File: config.mk
export PLATFORM = sky130hd
export DESIGN_NAME = lpt_core
export DESIGN_NICKNAME = d
export VERILOG_FILES = /design/src/core/lpt_pkg.sv /design/src/core/lpt_persist.sv /design/src/core/lpt_core.sv
export SDC_FILE = /design/constraint.sdc
export NUM_CORES = 1
export LEC_CHECK = 0
export BUFFER_PORTS_ARGS = -buffer_cell sky130_fd_sc_hd__buf_2
export CORE_MARGIN = 1
export CORE_UTILIZATION = 58
export DETAILED_ROUTE_END_ITERATION = 6
export GPL_TIMING_DRIVEN = 0
export HOLD_SLACK_MARGIN = 0.08
export PLACE_DENSITY = 0.81
export SLEW_MARGIN = 20
export SYNTH_ARGS = -nofsm -noshare
export SYNTH_HDL_FRONTEND = slang
export SYNTH_SLANG_ARGS = --single-unit
File: constraint.sdc
create_clock -name clock -period 5.9 [get_ports clock]
set_input_delay 0.59 -clock clock [delete_from_list [all_inputs] [get_ports clock]]
set_output_delay 0.59 -clock clock [all_outputs]
set_load 0.02 [all_outputs]
File: src/core/lpt_pkg.sv
package lpt_pkg;

    // register offsets
    localparam logic [7:0] ADDR_STATUS    = 8'h00;
    localparam logic [7:0] ADDR_MAIN_CFG  = 8'h01;
    localparam logic [7:0] ADDR_AMB_UP_HI = 8'h06;
    localparam logic [7:0] ADDR_AMB_UP_LO = 8'h07;
    localparam logic [7:0] ADDR_AMB_LO_HI = 8'h08;
    localparam logic [7:0] ADDR_AMB_LO_LO = 8'h09;
    localparam logic [7:0] ADDR_PERSIST   = 8'h0A;
    localparam logic [7:0] ADDR_PROX_DIR  = 8'h0B;
    localparam logic [7:0] ADDR_PROX_LIM  = 8'h0C;
    localparam logic [7:0] ADDR_GREEN_ADJ = 8'h0F;
    localparam logic [7:0] ADDR_IR_ADJ    = 8'h10;

    // field positions
    localparam int AMB_EN_BIT     = 0;
    localparam int PROX_EN_BIT    = 1;
    localparam int TRIM_SEL_BIT   = 5;
    localparam int AMB_FLAG_BIT   = 0;
    localparam int PROX_FLAG_BIT  = 1;
    localparam int PWR_FLAG_BIT   = 2;
    localparam int PROX_DIR_BIT   = 6;
    localparam int LIMIT_W        = 14;
    localparam int LIMIT_HI_W     = 6;
    localparam int PROX_W         = 8;
    localparam int GREEN_GAIN_W   = 7;
    localparam int IR_GAIN_W      = 9;
    localparam int CNT_W          = 5;

    // reset values
    localparam logic [7:0] REG_RST      = 8'h00;
    localparam logic [7:0] TRIM_RST     = 8'h80;
    localparam logic [7:0] MAIN_CFG_RST = 8'h20;

    // persistence selector decode
    localparam logic [CNT_W-1:0] PERS_CNT_00 = 5'h01;
    localparam logic [CNT_W-1:0] PERS_CNT_01 = 5'h02;
    localparam logic [CNT_W-1:0] PERS_CNT_10 = 5'h04;
    localparam logic [CNT_W-1:0] PERS_CNT_11 = 5'h10;

    typedef struct packed {
        logic [CNT_W-1:0] cnt;
    } lpt_pers_s;

    typedef struct packed {
        logic [LIMIT_W-1:0]      amb_up;
        logic [LIMIT_W-1:0]      amb_lo;
        logic [3:0]              persist;
        logic                    prox_above;
        logic [PROX_W-1:0]       prox_limit;
        logic [7:0]              main_cfg;
        logic [7:0]              green_adj;
        logic [7:0]              ir_adj;
        logic                    amb_flag;
        logic                    prox_flag;
        logic                    pwr_flag;
        logic                    irq_oe;
        logic [7:0]              rdata;
        logic [GREEN_GAIN_W-1:0] green_gain;
        logic [IR_GAIN_W-1:0]    ir_gain;
    } lpt_state_s;

    function automatic logic [CNT_W-1:0] pers_need(input logic [1:0] sel);
        case (sel)
            2'h0:    pers_need = PERS_CNT_00;
            2'h1:    pers_need = PERS_CNT_01;
            2'h2:    pers_need = PERS_CNT_10;
            default: pers_need = PERS_CNT_11;
        endcase
    endfunction : pers_need

endpackage : lpt_pkg

File: src/core/lpt_persist.sv
`timescale 1ns/100ps
module lpt_persist (
    input  wire logic       clock,
    input  wire logic       rst_n,
    input  wire logic       enable,
    input  wire logic       sample,
    input  wire logic       hit,
    input  wire logic [1:0] sel,
    output logic            fire
);
    lpt_pkg::lpt_pers_s            s_q;
    lpt_pkg::lpt_pers_s            s_d;
    logic [lpt_pkg::CNT_W-1:0]     need;
    logic [lpt_pkg::CNT_W-1:0]     inc;

    always_comb begin
        need = lpt_pkg::pers_need(sel);
        inc  = s_q.cnt + 5'h01;
        s_d  = s_q;
        fire = 1'b0;
        if (!enable) begin
            s_d.cnt = '0;
        end else if (sample) begin
            if (hit) begin
                // saturate so a long run of events cannot wrap and re-arm
                if (s_q.cnt < need) begin
                    s_d.cnt = inc;
                end
                fire = (inc >= need);
            end else begin
                s_d.cnt = '0;
            end
        end
    end

    always_ff @(posedge clock) begin
        if (!rst_n) begin
            s_q.cnt <= '0;
        end else begin
            s_q <= s_d;
        end
    end

endmodule : lpt_persist

File: src/core/lpt_core.sv
// Contract
// - ambient upper and lower limits, byte pairs
// - limit high bytes keep only six bits
// - ambient beyond window, qualified, sets flag
// - selector decodes to 1, 2, 4, 16
// - non-event measurement zeroes channel counter
// - selector 00 flags on first event
// - proximity uses own selector and counter
// - persistence register: prox 3:2, ambient 1:0
// - direction one: event when result above limit
// - direction zero: event when result below limit
// - proximity flag only after persistence satisfied
// - gain trim reads return complement
// - user trims used only while select zero
// - green 7-bit, ir 9-bit trims, reset 0x80
// - overrange raises ambient interrupt when enabled
// - enables at main config bits 0, 1
// - interrupt pin open drain, active low
// - status read or disable clears flags
// - power restart flag set by reset
// - ambient result is green minus ir
// - status bit 0 ambient, bit 1 prox
// - disabled channel not compared, flag low
`timescale 1ns/100ps
module lpt_core (
    input  wire logic                              clock,
    input  wire logic                              rst_n,
    input  wire logic [7:0]                        reg_addr,
    input  wire logic                              reg_wr,
    input  wire logic [7:0]                        reg_wdata,
    input  wire logic                              reg_rd,
    output logic [7:0]                             reg_rdata,
    input  wire logic                              amb_done,
    input  wire logic [lpt_pkg::LIMIT_W-1:0]       green_data,
    input  wire logic [lpt_pkg::LIMIT_W-1:0]       ir_data,
    input  wire logic                              ambient_overrange,
    input  wire logic                              prox_done,
    input  wire logic [lpt_pkg::PROX_W-1:0]        prox_data,
    input  wire logic [lpt_pkg::GREEN_GAIN_W-1:0]  factory_green,
    input  wire logic [lpt_pkg::IR_GAIN_W-1:0]     factory_ir,
    output logic                                   irq_n_out,
    output logic                                   irq_n_oe,
    output logic [lpt_pkg::GREEN_GAIN_W-1:0]       green_gain,
    output logic [lpt_pkg::IR_GAIN_W-1:0]          ir_gain
);
    lpt_pkg::lpt_state_s               s_q;
    lpt_pkg::lpt_state_s               s_d;
    logic                              amb_en;
    logic                              prox_en;
    logic [lpt_pkg::LIMIT_W:0]         amb_diff;
    logic [lpt_pkg::LIMIT_W-1:0]       amb_value;
    logic                              amb_hit;
    logic                              prox_hit;
    logic                              amb_fire;
    logic                              prox_fire;
    logic                              stat_rd;
    logic                              irq_oe_hold;

    assign amb_en  = s_q.main_cfg[lpt_pkg::AMB_EN_BIT];
    assign prox_en = s_q.main_cfg[lpt_pkg::PROX_EN_BIT];
    assign stat_rd = reg_rd && (reg_addr == lpt_pkg::ADDR_STATUS);

    // negative difference clamps to zero rather than wrapping to a huge reading
    assign amb_diff  = {1'b0, green_data} - {1'b0, ir_data};
    assign amb_value = amb_diff[lpt_pkg::LIMIT_W] ? '0 : amb_diff[lpt_pkg::LIMIT_W-1:0];
    assign amb_hit   = (amb_value > s_q.amb_up) || (amb_value < s_q.amb_lo);

    assign prox_hit = s_q.prox_above ? (prox_data > s_q.prox_limit)
                                     : (prox_data < s_q.prox_limit);

    lpt_persist u_amb_pers (
        .clock  (clock),
        .rst_n  (rst_n),
        .enable (amb_en),
        .sample (amb_done),
        .hit    (amb_hit),
        .sel    (s_q.persist[1:0]),
        .fire   (amb_fire)
    );

    lpt_persist u_prox_pers (
        .clock  (clock),
        .rst_n  (rst_n),
        .enable (prox_en),
        .sample (prox_done),
        .hit    (prox_hit),
        .sel    (s_q.persist[3:2]),
        .fire   (prox_fire)
    );

    always_comb begin
        s_d = s_q;
        if (reg_wr) begin
            unique case (reg_addr)
                lpt_pkg::ADDR_MAIN_CFG:  s_d.main_cfg = reg_wdata;
                lpt_pkg::ADDR_AMB_UP_HI: begin
                    s_d.amb_up[13:8] = reg_wdata[lpt_pkg::LIMIT_HI_W-1:0];
                end
                lpt_pkg::ADDR_AMB_UP_LO: s_d.amb_up[7:0] = reg_wdata;
                lpt_pkg::ADDR_AMB_LO_HI: begin
                    s_d.amb_lo[13:8] = reg_wdata[lpt_pkg::LIMIT_HI_W-1:0];
                end
                lpt_pkg::ADDR_AMB_LO_LO: s_d.amb_lo[7:0] = reg_wdata;
                lpt_pkg::ADDR_PERSIST:   s_d.persist = reg_wdata[3:0];
                lpt_pkg::ADDR_PROX_DIR:  s_d.prox_above = reg_wdata[lpt_pkg::PROX_DIR_BIT];
                lpt_pkg::ADDR_PROX_LIM:  s_d.prox_limit = reg_wdata;
                lpt_pkg::ADDR_GREEN_ADJ: s_d.green_adj = reg_wdata;
                lpt_pkg::ADDR_IR_ADJ:    s_d.ir_adj = reg_wdata;
                default: ;
            endcase
        end

        // set wins over the status-read clear so no event is lost
        s_d.amb_flag  = amb_en && ((amb_fire || (amb_done && ambient_overrange))
                        || (s_q.amb_flag && !stat_rd));
        s_d.prox_flag = prox_en && (prox_fire || (s_q.prox_flag && !stat_rd));
        s_d.pwr_flag  = s_q.pwr_flag && !stat_rd;

        // the pin follows the next flag state so it drops with the clearing read
        s_d.irq_oe = s_d.amb_flag || s_d.prox_flag;

        if (reg_rd) begin
            unique case (reg_addr)
                lpt_pkg::ADDR_STATUS: begin
                    s_d.rdata = '0;
                    s_d.rdata[lpt_pkg::AMB_FLAG_BIT]  = s_q.amb_flag;
                    s_d.rdata[lpt_pkg::PROX_FLAG_BIT] = s_q.prox_flag;
                    s_d.rdata[lpt_pkg::PWR_FLAG_BIT]  = s_q.pwr_flag;
                end
                lpt_pkg::ADDR_MAIN_CFG:  s_d.rdata = s_q.main_cfg;
                lpt_pkg::ADDR_AMB_UP_HI: s_d.rdata = {2'h0, s_q.amb_up[13:8]};
                lpt_pkg::ADDR_AMB_UP_LO: s_d.rdata = s_q.amb_up[7:0];
                lpt_pkg::ADDR_AMB_LO_HI: s_d.rdata = {2'h0, s_q.amb_lo[13:8]};
                lpt_pkg::ADDR_AMB_LO_LO: s_d.rdata = s_q.amb_lo[7:0];
                lpt_pkg::ADDR_PERSIST:   s_d.rdata = {4'h0, s_q.persist};
                lpt_pkg::ADDR_PROX_DIR: begin
                    s_d.rdata = '0;
                    s_d.rdata[lpt_pkg::PROX_DIR_BIT] = s_q.prox_above;
                end
                lpt_pkg::ADDR_PROX_LIM:  s_d.rdata = s_q.prox_limit;
                lpt_pkg::ADDR_GREEN_ADJ: s_d.rdata = ~s_q.green_adj;
                lpt_pkg::ADDR_IR_ADJ:    s_d.rdata = ~s_q.ir_adj;
                default:                 s_d.rdata = '0;
            endcase
        end

        // trims take effect only once the host has dropped the factory select
        if (s_q.main_cfg[lpt_pkg::TRIM_SEL_BIT]) begin
            s_d.green_gain = factory_green;
            s_d.ir_gain    = factory_ir;
        end else begin
            s_d.green_gain = s_q.green_adj[lpt_pkg::GREEN_GAIN_W-1:0];
            s_d.ir_gain    = {s_q.ir_adj, 1'b0};
        end
    end

    always_ff @(posedge clock) begin
        if (!rst_n) begin
            s_q.amb_up     <= '0;
            s_q.amb_lo     <= '0;
            s_q.persist    <= '0;
            s_q.prox_above <= 1'b0;
            s_q.prox_limit <= lpt_pkg::REG_RST;
            s_q.main_cfg   <= lpt_pkg::MAIN_CFG_RST;
            s_q.green_adj  <= lpt_pkg::TRIM_RST;
            s_q.ir_adj     <= lpt_pkg::TRIM_RST;
            s_q.amb_flag   <= 1'b0;
            s_q.prox_flag  <= 1'b0;
            s_q.pwr_flag   <= 1'b1;
            s_q.irq_oe     <= 1'b0;
            s_q.rdata      <= lpt_pkg::REG_RST;
            s_q.green_gain <= '0;
            s_q.ir_gain    <= '0;
        end else begin
            s_q <= s_d;
        end
    end

    assign reg_rdata  = s_q.rdata;
    assign irq_n_out  = 1'b0;
    assign irq_n_oe   = s_q.irq_oe;
    assign green_gain = s_q.green_gain;
    assign ir_gain    = s_q.ir_gain;

    // helper for assertions only
    assign irq_oe_hold = s_q.amb_flag || s_q.prox_flag;
endmodule : lpt_core

==> Flow_metrics.wiki <==
{| class="wikitable"
! Metric !! Value
|-
| Reported max-cap violation count || 0
|-
| Overall Global Routing Usage || 0.281
|-
| Clk root buf || sky130_fd_sc_hd__clkbuf_16
|-
| Worst r2r dst || irq_n_oe
|-
| Aggregate routed wire length || 17100 um
|-
| Floorplan core area || 11500 sq um
|-
| Slew at the pin closest to its max-slew limit || 1130 ps
|-
| Largest stage delay on the critical path || 460 ps
|-
| Number of pins with negative max-slew slack in the final report || 0
|-
| Setup crit start || ir_data[1]
|-
| Maximum clock path buffer count || 2
|-
| Post-synthesis area per instance || 8.32 sq um
|-
| Worst EP arrival || 5300 ps
|-
| Area added between synthesis and finish || 13.1%
|-
| Total half-perimeter wirelength after legalization and detailed placement || 13100 um
|-
| Clock insertion delay at the later pin of the skew report || 350 ps
|-
| Run status || complete, no violations
|-
| First-iteration detailed-routing DRC count || 439
|-
| Setup ws final || 838 ps
|-
| Initial core utilization || 0.600
|-
| Most common cell after layout, fill and taps aside || sky130_fd_sc_hd__dfxtp_1
|-
| Residual overflow from global routing || 0
|-
| DRC Markers || 0
|-
| Share of the clock period used by the worst path after layout || 0.858
|-
| Hold violation count in the final report || 0
|-
| Worst-case headroom to the max-slew limit || 0.230
|-
| Worst hold path type || flop to flop
|-
| Placement Rows || 39
|-
| Main area contributors after synthesis || sky130_fd_sc_hd__dfxtp_1 30%, sky130_fd_sc_hd__ha_1 10%, sky130_fd_sc_hd__mux2i_1 9.0%
|-
| Sum Neg Setup Slack || 0 ps
|-
| Final setup violation count || 0
|-
| Register-to-register setup slack || 2970 ps
|-
| Hold Path Sink || s_q[25]
|-
| Synth top area share || 0.300
|-
| Top library cells by usage in the layout, fill and taps aside || 103 x sky130_fd_sc_hd__dfxtp_1, 90 x sky130_fd_sc_hd__buf_2, 76 x sky130_fd_sc_hd__nand2_1
|-
| Startpoint type of the worst setup path || primary input
|-
| Clock tree sinks || 103
|-
| Number of resized instances in the post-cts repair step || 0
|-
| Cell area after synthesis || 6880 sq um
|-
| Final core utilization || 0.679
|-
| Setup skew after layout || 8.59 ps
|-
| Gate count after technology mapping || 827
|-
| Critical Path Sink Type || flop
|-
| Vertical die dimension || 111 um
|-
| Sequential cell area fraction in the yosys report || 0.300
|-
| Pin count of the biggest net entering global routing || 18
|-
| Synthesized Nets || 960
|-
| Initial antenna violation count || 0
|-
| Post-synth top flop || sky130_fd_sc_hd__dfxtp_1
|-
| Yosys warnings || 0
|-
| Total vias in the final route || 6241
|-
| EDFF count, synth || 0
|-
| Number of detailed-routing iterations run before antenna repair || 5
|-
| Clock tree from TritonCTS || done
|-
| # H-tree levels || 3
|-
| Nets || 1061
|-
| Final Hold Slack || 463 ps
|-
| Vias in the first global route || 5792
|-
| Worst min-delay path startpoint || s_q[25]
|-
| Critical Path, Cell by Cell || buf_2, inv_1, ha_1, nor2b_1, o21ai_0, nand2b_1, a21o_2, a21o_1, a21o_1, a22o_1, o41ai_1, xor2_1, nor2_1, ha_1, nor4b_1, a2111oi_2, o21ai_1, o211a_2, nor4_1, o2bb2ai_2, and3_4, a221o_1
|-
| Hold Path Cell Cnt || 2
|-
| Setup repair after global routing missed its margin || false
|-
| Count of input and output buffers || 90
|-
| Largest vdd supply drop || 0.213 mV
|-
| Die footprint || 12300 sq um
|-
| Routed vias/inst || 5.80
|-
| Per-cell routed wire length || 15.9 um
|-
| Post-layout total power || 1620 uW
|-
| Worst reg2reg path depth || 10
|-
| Fraction of final layout cells with drive strength greater than 1 || 0.160
|-
| Power density over the cells || 208 nW/um^2
|-
| Dpl ws || 541 ps
|-
| Distinct cells, synth || 70
|-
| Shortest period the worst path allows || 5060 ps
|-
| Largest area contributor in the synthesized netlist || sky130_fd_sc_hd__dfxtp_1
|-
| Data required time of the worst path || 6140 ps
|-
| Post-route antenna net violation count || 0
|-
| Number of buffers inserted by post-CTS setup repair || 0
|-
| Count of antenna diodes in the layout || 0
|-
| Ports placed on the boundary || 101
|-
| Die X || 111 um
|-
| Flip-flop and latch count after synthesis || 103
|-
| Worst flop-to-flop path startpoint || s_q[90]
|-
| First-pass GRT wire length || 27900 um
|-
| Final weighted congestion in routability-driven placement || 0.958
|-
| Share of flip-flops with an asynchronous set or reset || 0
|-
| Quantity of hold-fixing buffers added after cts || 0
|-
| Highest attainable clock frequency || 0.198 GHz
|-
| Reg clk slew, reported paths || 70 ps
|-
| Static power due to leakage || 0.00348 uW
|-
| Peak fanout along the critical path || 5
|-
| Kind of critical path || primary input to flop
|-
| Critical path's slowest cell || sky130_fd_sc_hd__nor4_1
|-
| CTS buffer count || 9
|}
-- worst max path at each step --
| stage | to | slack (ps) | cells after the start |
|---|---|---|---|
| after CTS | irq_n_oe | 880 | 22 |
| after global routing | irq_n_oe | 540 | 22 |
| after detailed placement | irq_n_oe | 540 | 22 |
| after global placement | irq_n_oe | 560 | 22 |
| after floorplan | irq_n_oe | 1220 | 21 |
| final | irq_n_oe | 840 | 22 |
-- power breakdown --
| part | switching [uW] | internal [uW] |
|---|---|---|
| clock network | 275 | 289 |
| registers | 2.88 | 703 |
| logic | 194 | 152 |
| total | 472 | 1140 |
-- cell families after synthesis --
family	count (synthesis)	synth area share
other cells	1	0.000545
simple gates	279	0.206
mux	64	0.0935
buf+inv	117	0.0775
fa+ha+maj	60	0.109
xor+xnor	20	0.0282
flops	103	0.300
compound gates	183	0.185
-- cell usage after synthesis (9+ instances only) --
library cell	count
sky130_fd_sc_hd__a21oi_1	33
sky130_fd_sc_hd__nand3_1	45
sky130_fd_sc_hd__nand2_1	76
sky130_fd_sc_hd__xnor2_1	10
sky130_fd_sc_hd__clkbuf_1	34
sky130_fd_sc_hd__nor2b_1	61
sky130_fd_sc_hd__nor2_1	39
sky130_fd_sc_hd__xor2_1	9
sky130_fd_sc_hd__a31oi_1	9
sky130_fd_sc_hd__o21ai_0	32
sky130_fd_sc_hd__a21o_1	10
sky130_fd_sc_hd__a221oi_1	9
sky130_fd_sc_hd__ha_1	57
sky130_fd_sc_hd__a21boi_0	32
sky130_fd_sc_hd__dfxtp_1	103
sky130_fd_sc_hd__mux2i_1	62
sky130_fd_sc_hd__inv_1	55
sky130_fd_sc_hd__nand2b_1	10
sky130_fd_sc_hd__nor3_1	15
sky130_fd_sc_hd__buf_4	25
-- metrics by stage --
stage	instances	cell area [sq um]
finish	1076	7780
global route	1076	7780
CTS	1076	7780
detailed placement	1060	7510
global placement	1060	7510
floorplan	827	6880
-- layout make-up --
| cell class | count | area [sq um] |
|---|---|---|
| Buffer | 62 | 327 |
| Clock buffer | 10 | 229 |
| Clock inverter | 6 | 46.3 |
| Fill cell | 978 | 3680 |
| Inverter | 55 | 206 |
| Multi-Input combinational cell | 607 | 4290 |
| Sequential cell | 103 | 2060 |
| Tap cell | 143 | 179 |
| Timing Repair Buffer | 90 | 450 |
-- critical path, delay by kind of cell --
family / cells / cell delay [ps]
simple gates: 6 / 1170
buf+inv: 2 / 140
compound gates: 11 / 2600
fa+ha+maj: 2 / 580
xor+xnor: 1 / 210
-- per-layer routing --
metal | vias up | global-route usage | routed length, um
met4 | 0 | 0.102 | 411
met5 | - | 0 | 0
met2 | 222 | 0.450 | 7720
li1 | 3079 | - | -
met3 | 39 | 0.0503 | 1160
met1 | 2901 | 0.379 | 7830
-- registers in the layout, indices dropped and copies added (netlist names) --
register and flops:
amb_en 1, green_gain 7, ir_gain 9, irq_n_oe 1
prox_en 1, reg_rdata 8, s_q 66, u_amb_pers.s_q 5
u_prox_pers.s_q 5
No activity file was read; power rests on OpenSTA's default activity.
